$ cat config.mk
export PLATFORM = sky130hd
export DESIGN_NAME = fpu_protection_unit
export DESIGN_NICKNAME = d
export VERILOG_FILES = /design/src/core/fpu_pkg.sv /design/src/core/fpu_protection_unit.sv
export SDC_FILE = /design/constraint.sdc
export NUM_CORES = 1
export LEC_CHECK = 0
export ABC_AREA = 1
export BUFFER_PORTS_ARGS = -buffer_cell sky130_fd_sc_hd__buf_4
export CAP_MARGIN = 20
export CORE_UTILIZATION = 48
export DETAILED_ROUTE_END_ITERATION = 12
export GPL_TIMING_DRIVEN = 0
export PLACE_DENSITY = 0.77
export SKIP_LAST_GASP = 1
export SLEW_MARGIN = 5
export SYNTH_ARGS = -nofsm -noshare
export SYNTH_HDL_FRONTEND = slang
export SYNTH_SLANG_ARGS = --single-unit
$ cat constraint.sdc
create_clock -name i_clk -period 5.5 [get_ports i_clk]
set_clock_uncertainty 0.15 [all_clocks]
set_input_delay 1.65 -clock i_clk [delete_from_list [all_inputs] [get_ports i_clk]]
set_output_delay 1.65 -clock i_clk [all_outputs]
set_load 0.03 [all_outputs]
$ cat src/core/fpu_pkg.sv
// Package of constants and types for the flash protection unit
package fpu_pkg;
    // ------------------------------------------------------------------
    // Register offsets
    // ------------------------------------------------------------------
    localparam logic [19:0] FPU_OFS_BANK0_GUARD   = 20'hEDFB4;
    localparam logic [19:0] FPU_OFS_BANK1_GUARD   = 20'hEDFB6;
    localparam logic [19:0] FPU_OFS_READ_DBG      = 20'hEDFB8;
    localparam logic [19:0] FPU_OFS_DISABLE_FUSES = 20'hEDFBC;
    localparam logic [19:0] FPU_OFS_REENABLE_FUSES = 20'hEDFBE;
    localparam logic [19:0] FPU_OFS_STATUS        = 20'hEDFC0;
    // ------------------------------------------------------------------
    // Field positions, widths and reset values
    // ------------------------------------------------------------------
    localparam int          FPU_BANK0_SECTORS     = 10;
    localparam int          FPU_BANK1_SECTORS     = 2;
    localparam int          FPU_PAIRS             = 16;
    localparam int          FPU_READ_GUARD_POS    = 0;
    localparam int          FPU_DEBUG_GUARD_POS   = 1;
    localparam logic [15:0] FPU_FUSE_ERASED       = 16'hFFFF;
    localparam logic [15:0] FPU_ALL_ACTIVE        = 16'h0000;
    localparam logic [15:0] FPU_TRAP_VECTOR       = 16'h009B;
    localparam logic [15:0] FPU_DUMMY_DATA        = 16'h0000;

    // Origin of the current instruction fetch
    typedef enum logic [1:0] {
        FPU_SRC_FLASH,
        FPU_SRC_INTERNAL_RAM,
        FPU_SRC_EXTENSION_RAM,
        FPU_SRC_EXTERNAL
    } fpu_src_e;

    // One access request from the core or the event controller
    typedef struct packed {
        logic     valid;
        logic     is_write;
        logic     is_pet;       // peripheral_event_transfer
        logic     to_flash;     // Flash array address space
        logic     to_regs;      // Flash control register space
        logic     is_fetch;
        fpu_src_e fetch_src;
    } fpu_access_s;

    // Program or erase request for one sector
    typedef struct packed {
        logic       valid;
        logic       bank;
        logic [3:0] sector;
    } fpu_pe_req_s;
endpackage : fpu_pkg

$ cat src/core/fpu_protection_unit.sv
// Flash protection unit: fuse load, volatile guards, access checks
// ----------------------------------------------------------------------
// Overview of operation
// RQ1 - Load five fuse words once after reset
// RQ2 - All protections active until fuses loaded
// RQ3 - Set protection accepted from any memory
// RQ4 - Fuses program once, never back to erased
// RQ5 - Bank0 sector bit zero refuses program/erase
// RQ6 - Bank1 sector bit zero refuses program/erase
// RQ7 - Read guard blocks data unless fetched flash
// RQ8 - Debug bit one bypass, zero disables test
// RQ9 - Disable zero, reenable one cancels guard
// RQ10 - Reenable zero, next disable one reapplies guard
// RQ11 - Disable0 needs debug and read guards programmed
// RQ12 - Disable x needs reenable x-1 programmed
// RQ13 - Reenable x needs disable x programmed
// RQ14 - At most sixteen permanent toggle pairs
// RQ15 - Guarded flash writes from RAM dropped
// RQ16 - Guarded reads from RAM give dummy, trap
// RQ17 - Event transfers to guarded flash forbidden
// RQ18 - Flash code reads, jumps, writes registers
// RQ19 - RAM code jumps flash, no register writes
// RQ20 - Temporary unprotect writes volatile copy only
// RQ21 - Checks use volatile copies, same cycle
// ----------------------------------------------------------------------
`timescale 1ns/10ps
module fpu_protection_unit
    import fpu_pkg::*;
#(
    parameter int PAIRS = FPU_PAIRS                 // Disable/reenable pairs
) (
    input  wire logic        i_clk,                 // System clock
    input  wire logic        i_rst,                 // Async reset, high
    // Fuse cells
    input  wire logic        i_nv_ready,            // Fuse array readable
    input  wire logic [15:0] i_nv_bank0,            // Bank0 fuse word
    input  wire logic [15:0] i_nv_bank1,            // Bank1 fuse word
    input  wire logic [15:0] i_nv_read_dbg,         // Read/debug fuse word
    input  wire logic [15:0] i_nv_disable,          // Disable fuse word
    input  wire logic [15:0] i_nv_reenable,         // Reenable fuse word
    output logic             o_nv_prog,             // Fuse program pulse
    output logic [19:0]      o_nv_addr,             // Fuse word address
    output logic [15:0]      o_nv_clear_mask,       // Bits to program to 0
    // Set protection port
    input  wire logic        i_setp_valid,          // Set protection request
    input  wire logic [19:0] i_setp_addr,           // Target guard register
    input  wire logic [15:0] i_setp_data,           // New guard value
    output logic             o_setp_reject,         // Sequence refused
    // Register port
    input  wire logic [19:0] i_addr,                // Register address
    input  wire logic [15:0] i_wdata,               // Write data
    input  wire logic        i_wr,                  // Write strobe
    input  wire logic        i_rd,                  // Read strobe
    output logic [15:0]      o_rdata,               // Read data, next cycle
    // Access checks
    input  fpu_access_s      i_acc,                 // Core or event access
    output logic             o_acc_allow,           // Access may proceed
    output logic             o_acc_dummy,           // Return dummy data
    output logic             o_trap,                // Software trap request
    output logic [15:0]      o_trap_vector,         // Trap vector
    input  fpu_pe_req_s      i_pe,                  // Program/erase request
    output logic             o_pe_allow,            // Sector not locked
    output logic             o_pe_refused,          // Sector locked
    output logic             o_debug_enable,        // Test interface enabled
    output logic             o_loaded               // Fuses loaded
);
    // ------------------------------------------------------------------
    // Parameter check
    // ------------------------------------------------------------------
    if (PAIRS < 1 || PAIRS > 16) begin : g_bad_pairs
        $error("PAIRS must be 1 to 16");
    end
    // Guard words are 16 bits, so larger sector counts cannot be held
    if (FPU_BANK0_SECTORS > 16 || FPU_BANK1_SECTORS > 16) begin : g_bad_sectors
        $error("sector counts must fit one guard word");
    end

    // ------------------------------------------------------------------
    // Volatile copies and fuse load
    // ------------------------------------------------------------------
    logic [15:0] bank0_reg;
    logic [15:0] bank1_reg;
    logic [15:0] read_dbg_reg;
    logic [15:0] disable_reg;
    logic [15:0] reenable_reg;
    logic        loaded_reg;
    logic        wpf_reg;
    logic        seq_err_reg;

    // Set protection decode
    logic        hit_b0;
    logic        hit_b1;
    logic        hit_rd;
    logic        hit_ds;
    logic        hit_re;
    logic [15:0] cur_word;
    logic [15:0] nv_word;
    logic [15:0] new_zero;
    logic        seq_ok;
    logic [15:0] allowed_ds;
    logic [15:0] allowed_re;

    always_comb begin
        hit_b0 = i_setp_addr == FPU_OFS_BANK0_GUARD;
        hit_b1 = i_setp_addr == FPU_OFS_BANK1_GUARD;
        hit_rd = i_setp_addr == FPU_OFS_READ_DBG;
        hit_ds = i_setp_addr == FPU_OFS_DISABLE_FUSES;
        hit_re = i_setp_addr == FPU_OFS_REENABLE_FUSES;
        cur_word = FPU_FUSE_ERASED;
        nv_word  = FPU_FUSE_ERASED;
        if (hit_b0) begin
            cur_word = bank0_reg;
            nv_word  = i_nv_bank0;
        end else if (hit_b1) begin
            cur_word = bank1_reg;
            nv_word  = i_nv_bank1;
        end else if (hit_rd) begin
            cur_word = read_dbg_reg;
            nv_word  = i_nv_read_dbg;
        end else if (hit_ds) begin
            cur_word = disable_reg;
            nv_word  = i_nv_disable;
        end else if (hit_re) begin
            cur_word = reenable_reg;
            nv_word  = i_nv_reenable;
        end
        // Only erased fuse bits can go to zero; ones never rewrite fuses
        new_zero = nv_word & ~i_setp_data; // RQ4
    end

    // ------------------------------------------------------------------
    // Chain order for the disable/reenable fuses
    // ------------------------------------------------------------------
    // Each disable/reenable bit may only fall in chain order
    always_comb begin
        allowed_ds = 16'h0000;
        allowed_re = 16'h0000;
        for (int x = 0; x < 16; x++) begin
            if (x < PAIRS) begin
                if (x == 0) begin
                    allowed_ds[x] = ~i_nv_read_dbg[FPU_READ_GUARD_POS]
                                  & ~i_nv_read_dbg[FPU_DEBUG_GUARD_POS]; // RQ11
                end else begin
                    // Modulo keeps the index in range for the unused x = 0 arm
                    allowed_ds[x] = ~i_nv_reenable[(x+15) % 16]; // RQ12
                end
                allowed_re[x] = ~i_nv_disable[x]; // RQ13
            end
        end
    end

    always_comb begin
        seq_ok = hit_b0 | hit_b1 | hit_rd | hit_ds | hit_re;
        // Beyond PAIRS no bit is allowed, capping toggles at PAIRS
        if (hit_ds && (new_zero & ~allowed_ds) != 16'h0000) begin
            seq_ok = 1'b0; // RQ14
        end
        if (hit_re && (new_zero & ~allowed_re) != 16'h0000) begin
            seq_ok = 1'b0;
        end
    end

    // Accepted from any fetch origin: no source check on this port
    logic setp_take;
    assign setp_take = i_setp_valid & loaded_reg & seq_ok; // RQ3

    always_ff @(posedge i_clk or posedge i_rst) begin
        if (i_rst) begin
            loaded_reg <= 1'b0;
        end else if (i_nv_ready) begin
            loaded_reg <= 1'b1;
        end
    end

    always_ff @(posedge i_clk or posedge i_rst) begin
        if (i_rst) begin
            bank0_reg    <= FPU_ALL_ACTIVE; // RQ2
            bank1_reg    <= FPU_ALL_ACTIVE;
            read_dbg_reg <= FPU_ALL_ACTIVE;
            disable_reg  <= FPU_FUSE_ERASED;
            reenable_reg <= FPU_ALL_ACTIVE;
        end else if (!loaded_reg && i_nv_ready) begin
            // Loaded once; later fuse changes reach copies via set protection
            bank0_reg    <= i_nv_bank0; // RQ1
            bank1_reg    <= i_nv_bank1;
            read_dbg_reg <= i_nv_read_dbg;
            disable_reg  <= i_nv_disable;
            reenable_reg <= i_nv_reenable;
        end else if (setp_take) begin
            // Guard copies take the word, disable/reenable copies only lose ones; fuses below only lose ones
            if (hit_b0) begin
                bank0_reg <= i_setp_data; // RQ20
            end
            if (hit_b1) begin
                bank1_reg <= i_setp_data;
            end
            if (hit_rd) begin
                read_dbg_reg <= i_setp_data;
            end
            if (hit_ds) begin
                disable_reg <= i_setp_data & cur_word;
            end
            if (hit_re) begin
                reenable_reg <= i_setp_data & cur_word;
            end
        end
    end

    // ------------------------------------------------------------------
    // Fuse programming and refusal
    // ------------------------------------------------------------------
    // Address and mask follow the port every cycle; only the pulse counts
    always_ff @(posedge i_clk or posedge i_rst) begin
        if (i_rst) begin
            o_nv_prog       <= 1'b0;
            o_nv_addr       <= 20'h00000;
            o_nv_clear_mask <= 16'h0000;
        end else begin
            o_nv_prog       <= setp_take && new_zero != 16'h0000; // RQ4
            o_nv_addr       <= i_setp_addr;
            o_nv_clear_mask <= new_zero;
        end
    end

    always_ff @(posedge i_clk or posedge i_rst) begin
        if (i_rst) begin
            o_setp_reject <= 1'b0;
        end else begin
            o_setp_reject <= i_setp_valid & ~setp_take;
        end
    end

    // ------------------------------------------------------------------
    // Effective guard state, from volatile copies only
    // ------------------------------------------------------------------
    logic        guard_cancel;
    logic        read_guard_on;

    always_comb begin
        guard_cancel = 1'b0;
        // Walk the chain; the last programmed step decides
        // Pairs at or above PAIRS are ignored, their cells stay erased
        for (int x = 0; x < 16; x++) begin
            if (x < PAIRS) begin
                if (!disable_reg[x] && reenable_reg[x]) begin
                    guard_cancel = 1'b1; // RQ9
                end
                if (!reenable_reg[x] && (x == 15 || disable_reg[(x+1) % 16])) begin
                    guard_cancel = 1'b0; // RQ10
                end
            end
        end
        read_guard_on = ~read_dbg_reg[FPU_READ_GUARD_POS] & ~guard_cancel; // RQ21
    end

    assign o_debug_enable = loaded_reg & read_dbg_reg[FPU_DEBUG_GUARD_POS]; // RQ8
    assign o_loaded       = loaded_reg;

    // ------------------------------------------------------------------
    // Access checks, decided combinationally
    // ------------------------------------------------------------------
    logic from_flash;
    logic blocked;

    always_comb begin
        from_flash = i_acc.fetch_src == FPU_SRC_FLASH;
        blocked    = 1'b0;
        // An open test interface bypasses the read guard
        if (read_guard_on && !o_debug_enable) begin
            if (i_acc.to_flash && !i_acc.is_fetch && (!from_flash || i_acc.is_pet)) begin
                blocked = 1'b1; // RQ7 RQ15 RQ17
            end
            if (i_acc.to_regs && i_acc.is_write && (!from_flash || i_acc.is_pet)) begin
                blocked = 1'b1; // RQ19
            end
        end
        // Jumps into flash and all flash-fetched accesses except event transfers pass
        o_acc_allow = i_acc.valid & ~blocked; // RQ18
        o_acc_dummy = i_acc.valid & blocked & ~i_acc.is_write & i_acc.to_flash; // RQ16
        o_trap      = o_acc_dummy & ~i_acc.is_pet;
    end
    assign o_trap_vector = FPU_TRAP_VECTOR;

    // ------------------------------------------------------------------
    // Program and erase guards
    // ------------------------------------------------------------------
    // Sectors past the last one are refused, so no stray index slips by
    logic sector_locked;
    always_comb begin
        sector_locked = 1'b1;
        if (!i_pe.bank && i_pe.sector < 4'(FPU_BANK0_SECTORS)) begin
            sector_locked = ~bank0_reg[i_pe.sector]; // RQ5
        end else if (i_pe.bank && i_pe.sector < 4'(FPU_BANK1_SECTORS)) begin
            sector_locked = ~bank1_reg[i_pe.sector[0]]; // RQ6
        end
        o_pe_allow   = i_pe.valid & ~sector_locked;
        o_pe_refused = i_pe.valid & sector_locked;
    end

    // ------------------------------------------------------------------
    // Register port
    // ------------------------------------------------------------------
    // Flags are set by hardware and cleared by writing one; a set wins a tie
    logic [15:0] status_word;
    assign status_word = {12'h000, o_debug_enable, read_guard_on, seq_err_reg, wpf_reg};
    always_ff @(posedge i_clk or posedge i_rst) begin
        if (i_rst) begin
            wpf_reg <= 1'b0;
        end else if (o_pe_refused) begin
            wpf_reg <= 1'b1;
        end else if (i_wr && i_addr == FPU_OFS_STATUS && i_wdata[0]) begin
            wpf_reg <= 1'b0;
        end
    end

    always_ff @(posedge i_clk or posedge i_rst) begin
        if (i_rst) begin
            seq_err_reg <= 1'b0;
        end else if (i_setp_valid && !setp_take) begin
            seq_err_reg <= 1'b1;
        end else if (i_wr && i_addr == FPU_OFS_STATUS && i_wdata[1]) begin
            seq_err_reg <= 1'b0;
        end
    end

    always_ff @(posedge i_clk or posedge i_rst) begin
        if (i_rst) begin
            o_rdata <= 16'h0000;
        end else if (i_rd) begin
            unique case (i_addr)
                FPU_OFS_BANK0_GUARD:    o_rdata <= i_nv_bank0;
                FPU_OFS_BANK1_GUARD:    o_rdata <= i_nv_bank1;
                FPU_OFS_READ_DBG:       o_rdata <= i_nv_read_dbg;
                FPU_OFS_DISABLE_FUSES:  o_rdata <= i_nv_disable;
                FPU_OFS_REENABLE_FUSES: o_rdata <= i_nv_reenable;
                FPU_OFS_STATUS:         o_rdata <= status_word;
                default:                o_rdata <= 16'h0000;
            endcase
        end else begin
            o_rdata <= 16'h0000;
        end
    end
endmodule : fpu_protection_unit

* Word level (Yosys, flattened, before mapping) *
Cells that the tools add are included.

word-level totals
  bits in latches = 0
  logic and storage cells = 269
  bits of input ports = 172
  bits in registers = 137
  output and inout bits = 77
  memory bits (writable) = 0
  memories kept = 0
  memory bits (read-only) = 0

operators by class
  bitwise logic cells = 66
  shift operators = 0
  add/sub/neg operators = 0
  multiplexer cells = 74
  magnitude comparators = 4
  equality and inequality tests = 11
  reduce and logical (&&, ||, !) cells = 101
  multipliers = 0
  div/mod/pow operators = 0

operators by type and width
  kind                                                 number
  two-way mux 16 bit                                   26
  == test 20 bit (second input constant)               11
  one-hot mux 16 bit (6 select lines)                  1
  bitwise AND 16 bit                                   4
  inverter 16 bit                                      3
  nonzero test 16 bit                                  3
  logical AND 1 bit                                    46
  two-way mux 1 bit                                    46
  inverter 1 bit                                       42
  zero test 1 bit                                      37
  nonzero test 2 bit                                   8
  bitwise AND 1 bit                                    13
  AND reduction 2 bit                                  5
  < comparator 1 x 5 -> 1 bit (second input constant)  1
  < comparator 4 x 5 -> 1 bit (second input constant)  1
  binary-select mux 1 bit (select 4 bit)               1
  < comparator 4 x 2 -> 1 bit (second input constant)  1
  < comparator 4 bit (second input constant)           1
  bitwise OR 1 bit                                     4
  zero test 2 bit                                      1
  logical OR 1 bit                                     1

* Longest topological paths before layout *
Gate-level depths: netlist (run 1).

  depth after elaboration = 42
  gate-level depth with buffers = 20
  gate-level depth less buffers = 19

* Least setup slack after synthesis (run 1) *
Ideal clock, no wire load.

  path type = input to output
  start point = input port i_pe[0] in the netlist's numbering
  end point = output port o_pe_refused
  arrival time = 2.762 ns
  path buffers = 1
  setup slack = 0.938 ns
  cell stages on the path = 9
  data required time = 3.700 ns
  cell sequence = clkbuf_1 -> inv_1 -> nand2_1 -> nand2_1 -> nor4_1 -> a31oi_1 -> o211ai_1 -> nand2_1 -> inv_1

on the way
  cells in the longest elaborated chain, start to end = 6
  elaborated cells between the ends (all ways) = 13
  those cells by class = order compare (2); mux (6); bitwise (3); reduce/logical (2)

ends and longest elaborated chain
  element                                                              line                        text
  start, declared                                                      fpu_protection_unit.sv:61   input fpu_pe_req_s i_pe,
  branches (longest 4 deep; another with < comparator 4 x 2 -> 1 bit)  -
  two-way mux 1 bit (*)                                                fpu_protection_unit.sv:291  if (!i_pe.bank && i_pe.sector < 4'(FPU_BANK0_SECTORS)) begin
  bitwise AND 1 bit (*)                                                fpu_protection_unit.sv:297  o_pe_refused = i_pe.valid & sector_locked;
  end, declared                                                        fpu_protection_unit.sv:63   output logic o_pe_refused,

Every way passes the cells marked *. The select of a mux whose other input is x is not followed.

* Worst setup path after layout (run 1) *
Same ends and word-level chain as after synthesis.

==> flow_summary.yaml, run 1 <==
placed_design:
  gp_congestion: 1.02
  post-place-ws_ns: 0.691
  place_inst: 1729
  io_buffers: 217
  dp_hpwl_um: 28800
floorplanning:
  dieArea_um2: 18900
  io_pins: 249
  die_w_um: 137
  rows: 49
  initial_core_util_pct: 49.0
  die_h_um: 137
  core_um2: 18000
global_routing:
  grtUsageTotal_pct: 38.7
  gr-total-overflow: 0
  grt_pass1_vias: 9496
  antenna_found_initial: 0
  grt_max_degree: 76
  grt_pass1_wl_um: 53400
layout:
  fin_nets: 1691
  syn2layout_area_growth_pct: 29.6
  regMostFlops: "o_nv_addr"
  utilization_pct: 63.5
  antenna_cells: 0
  largest_reg_flops: 20
  drive_gt1_share_pct: 22.3
  final_cells: 1761
pwr:
  cellLeakagePower_nw: 6.22
  vdd_drop_max_mv: 0.331
  p_per_area_nw_per_um2: 250
sta:
  period_minus_slack_ns: 4.82
  setup_viol_count_final: 0
  rsz0062_at_grt: "false"
  fin_hold_ws_ns: 0.347
  worst_pin_slew_ns: 0.738
  slew_viol_final: 0
  max_freq_mhz: 208
  fin_crit_sh_pct: 87.6
  max_slew_margin_pct: 50.8
  worst_slack_ns: 0.682
  hold_viol: 0
  setup_tns_ns: 0
cts:
  postCtsSetupBuffers: 0
  clk_latency_ns: 0.43
  cts_root_buf: "clkbuf_16"
  clockBufferDepth: 2
  hold_buffers: 0
  clock-sinks: 137
  h-tree-depth: 4
  path_clk_slew_ns: 0.06
  ctsResizeCount: 0
  cts_tree: "done"
  numCtsBuffers: 17
setup_path:
  cpLargestDelayFamily: "buffers and inverters"
  crit_path_end: "o_pe_refused"
  path_max_fanout: 9
  cp-end-kind: "output pin"
  critPathRequiredTime_ns: 3.70
  rr_endpoint: "bank1_reg[2]"
  r2r-start: "o_loaded"
  path_class: "in2out"
  cp_data_arrival_time_ns: 3.02
  slowest_delay_ns: 0.26
  slowest_stage: "clkbuf_1"
  crit_top_cell: "nand2_1"
  startpoint: "i_pe[0]"
  cp.depth: 10
  rrSetupSlack_ns: 3.08
  crit_path_cell_trace: "clkbuf_1, inv_1, nand2_1, nand2_1, nor4_1, a31oi_1, o211ai_1, nand2_1, inv_1, buf_4"
  worst_r2r_path_depth: 7
  critical_path_buf_inv_count: 4
  start_kind: "input pin"
synthesis:
  synth_top_area_share_pct: 34.4
  synth.most_common_cell: "nand2_1"
  syn_inst: 1268
  synth_commonest_cells: "nand2_1, inv_1, nand3_1"
  syn_area_um2: 8810
  yosys_warnings: 0
  synthFlopType: "dfrtp_1"
  postSynthAreaPerCell_um2: 6.95
  yosysUniqueCellTypes: 40
  synth_xor_area_share_pct: 0
  synth.largest_area_cell: "dfrtp_1"
  ys_ff_latch: 137
  synth_async_sr_flop_share_pct: 100
  synth_compound_area_share_pct: 16.9
  muxShareOfSynthArea_pct: 0
  yosys.area_share.adder_pct: 0
  synth_edf_count: 0
  synth_top_family_by_area: "simple AND/OR/NAND/NOR gates"
  yosys-top-cells-area: "dfrtp_1, nand2_1, nand3_1"
  yosysSeqAreaShare_pct: 39.1
  synthSimpleGateAreaFrac_pct: 30.4
route:
  vias: 9964
  route.detailed.drc: 0
  dr.pass1.iters: 6
  drtAntennaViolNets: 0
  wl_um: 35500
  drt_iter0_markers: 1234
  drt-vias-per-instance: 5.66
  wire_per_inst_um: 20.2
job:
  maxCapViolCount: 0
status:
  status: "complete, no violations"
min_path:
  hold_class: "reg2reg"
==> where the power goes <==
group	total, mW	internal (mW)	switching, mW
logic	0.473	0.192	0.281
clock network	1.21	0.722	0.485
registers	1.18	1.11	0.0704
==> kinds of logic (layout without fill, tap and decap cells) <==
logic type / Yosys count / in the layout
buf+inv: 274 / 524
other cells: 2 / 16
flops: 137 / 137
compound gates: 248 / 248
simple gates: 607 / 607
==> final cells by class <==
type	instances	area (um^2)
inverters	198	748
flip-flops and latches	137	3450
plain buffers	76	443
repair buffers	218	1660
clock inverters	12	166
clock buffers	20	437
multi-input cells	871	4230
fillers	1667	6550
well taps	229	287
==> worst register-to-register path: stages, from the launching register on <==
cell and delay [ns]:
dfrtp_1 0.46, nor2_1 0.44, inv_2 0.22, clkbuf_1 0.24, clkbuf_1 0.30, o21ai_0 0.36, nand2_1 0.11, nand2_1 0.07
==> how the worst min path moves through the flow <==
stage / startpoint / to / cells past startpoint
floorplan: seq_err_reg / seq_err_reg / 2
global placement: wpf_reg / wpf_reg / 2
detailed placement: seq_err_reg / seq_err_reg / 2
CTS: seq_err_reg / seq_err_reg / 2
global route: wpf_reg / wpf_reg / 2
finish: wpf_reg / wpf_reg / 2
==> through the flow <==
step	power (mW)	area, um^2
4_1_cts	2.85	11400
6_report	2.86	11400
3_5_place_dp	1.66	10800
3_3_place_gp	1.64	10800
2_1_floorplan	1.42	8860
5_1_grt	2.96	11400
==> routing by layer <==
layer,wire length (um),track usage [%]
met2,16200,60.7
met1,14200,51.1
met3,4140,11.0
met5,0,0
met4,932,12.9
==> layout by cell type (no fill, tap or decap), drive strengths merged, types with 2 or more instances in the layout <==
master	count
o22ai	20
nand2	311
dfstp	16
o21bai	7
or2	2
buf	269
nor2	87
clkinv	7
o21ai	122
nand4	12
nor3	4
conb	16
bufinv	3
o31ai	18
a21oi	24
a31oi	15
o211ai	18
inv	199
o221ai	2
a221oi	20
dfrtp	121
clkbuf	45
nand3	180
nor4	6
and2	4
Power figures use the tool's default switching activity.
==> inputs of run 2 (changes only) <==
Settings changed: CORE_UTILIZATION 48 to 49, CTS_BUF_LIST set to sky130_fd_sc_hd__clkbuf_8, PLACE_DENSITY 0.77 to 0.79.
==> run 2 against run 1 <==
Against the previous run: global-route usage up 2.6 points; combinational power about the same; highest routed layer unchanged; fmax down 2.3%; utilization up 0.76 points; critical endpoint unchanged; wire length up 5.4%; first-iteration DRC count up 18%; final area down 1.9%; clock-buffer cell count down 3; non-clock buffer count unchanged; critical path depth unchanged.
==> flow_summary.yaml, run 2 (same netlist as run 1, synthesis figures left out) <==
layout:
  antenna_cells: 0
  multi_input_area_um2: 4230
  ff_latch_area_um2: 3450
  largest_reg_flops: 20
  final_cell_mix: "nand2_1, buf_4, inv_1, nand3_1, dfrtp_1"
  syn2layout_area_growth_pct: 27.1
  drive_gt1_share_pct: 22.5
  fin_nets: 1691
  final_common_cell: "nand2_1"
  n_fill_cell: 1624
  final_cells: 1757
  regMostFlops: "o_nv_addr"
  utilization_pct: 64.3
sta:
  max_freq_mhz: 203
  rsz0062_at_grt: "false"
  period_minus_slack_ns: 4.93
  worst_pin_slew_ns: 0.722
  fin_hold_ws_ns: 0.348
  setup_tns_ns: 0
  worst_slack_ns: 0.566
  max_slew_margin_pct: 51.8
  setup_viol_count_final: 0
  slew_viol_final: 0
  fin_crit_sh_pct: 89.7
  hold_viol: 0
setup_path:
  path_max_fanout: 9
  critPathRequiredTime_ns: 3.70
  startpoint: "i_pe[0]"
  r2r-start: "o_loaded"
  path_class: "in2out"
  start_kind: "input pin"
  cp-end-kind: "output pin"
  cp_data_arrival_time_ns: 3.13
pwr:
  cellLeakagePower_nw: 6.12
  vdd_drop_max_mv: 0.160
  p_per_area_nw_per_um2: 224
route:
  wl_um: 37400
  vias: 10300
  route.detailed.drc: 0
  drtAntennaViolNets: 0
  wire_per_inst_um: 21.3
  drt_iter0_markers: 1452
  dr.pass1.iters: 7
  drt-vias-per-instance: 5.86
cts:
  cts_tree: "done"
  path_clk_slew_ns: 0.09
  postCtsSetupBuffers: 0
  clk_latency_ns: 0.46
  cts_root_buf: "clkbuf_8"
  numCtsBuffers: 17
  h-tree-depth: 4
  clockBufferDepth: 2
  clock-sinks: 137
  ctsResizeCount: 0
  hold_buffers: 0
floorplanning:
  die_h_um: 136
  initial_core_util_pct: 50.6
  rows: 48
  dieArea_um2: 18500
  core_um2: 17400
  die_w_um: 136
  io_pins: 249
global_routing:
  grt_pass1_wl_um: 56100
  gr-total-overflow: 0
  grt_pass1_vias: 9803
  grtUsageTotal_pct: 41.3
  grt_max_degree: 79
  antenna_found_initial: 0
min_path:
  hold_class: "reg2reg"
  hp-start: "wpf_reg"
placed_design:
  post-place-ws_ns: 0.572
  io_buffers: 217
  dp_hpwl_um: 29800
  gp_congestion: 1.03
  place_inst: 1725
status:
  status: "complete, no violations"
job:
  maxCapViolCount: 0
==> run 2: changes by cell type in the layout (fill, tap and decap cells not counted), sizes merged <==
cell and change:
bufinv -2, clkbuf -3, clkinv -1, clkinvlp +1, inv +5
==> run 2: power by group <==
part | internal [mW] | total, mW | switching, mW | leakage (nW)
Clock | 0.377 | 0.860 | 0.484 | 0.195
Combinational | 0.192 | 0.476 | 0.283 | 4.25
Sequential | 1.11 | 1.17 | 0.0688 | 1.68
==> run 2: worst paths after layout <==
path                                        end  slack, ns  depth (start not counted)
worst max-delay path               o_pe_refused       0.57                         10
worst min register to register          wpf_reg       0.35                          2
worst max register to register  read_dbg_reg[3]       2.99                          7
worst min-delay path                    wpf_reg       0.35                          2
max in group asynchronous           o_rdata[15]       3.30                          3
min in group asynchronous         bank1_reg[11]       1.09                          2
==> run 2: cell type report <==
cell class                      count  area share (%)
Multi-Input combinational cell    871            37.8
Sequential cell                   137            30.8
Timing Repair Buffer              218            14.8
Inverter                          198            6.68
Buffer                             76            3.95
Tap cell                          225            2.51
Clock buffer                       17            2.09
Clock inverter                     15            1.42
==> run 2: critical path, cell delays in order <==
cell	delay (ns)
clkbuf_1	0.28
inv_1	0.14
nand2_1	0.08
nand2_1	0.05
nor4_1	0.16
a31oi_1	0.06
o211ai_1	0.34
nand2_1	0.14
inv_1	0.08
buf_4	0.15
==> run 2: metrics by stage <==
stage / total power, mW / instance area, um^2
2_1_floorplan: 1.42 / 8860
3_3_place_gp: 1.64 / 10800
3_5_place_dp: 1.66 / 10800
4_1_cts: 2.49 / 11200
5_1_grt: 2.60 / 11200
6_report: 2.51 / 11200
==> run 2: layer usage <==
layer  track usage [%]  part of all wire, %  vias up
li1                  -                    -     4638
met5                 0                    0        -
met4              18.4                  4.5        0
met3              12.3                   13      129
met1              54.2                   38     4755
met2              62.7                   44      776
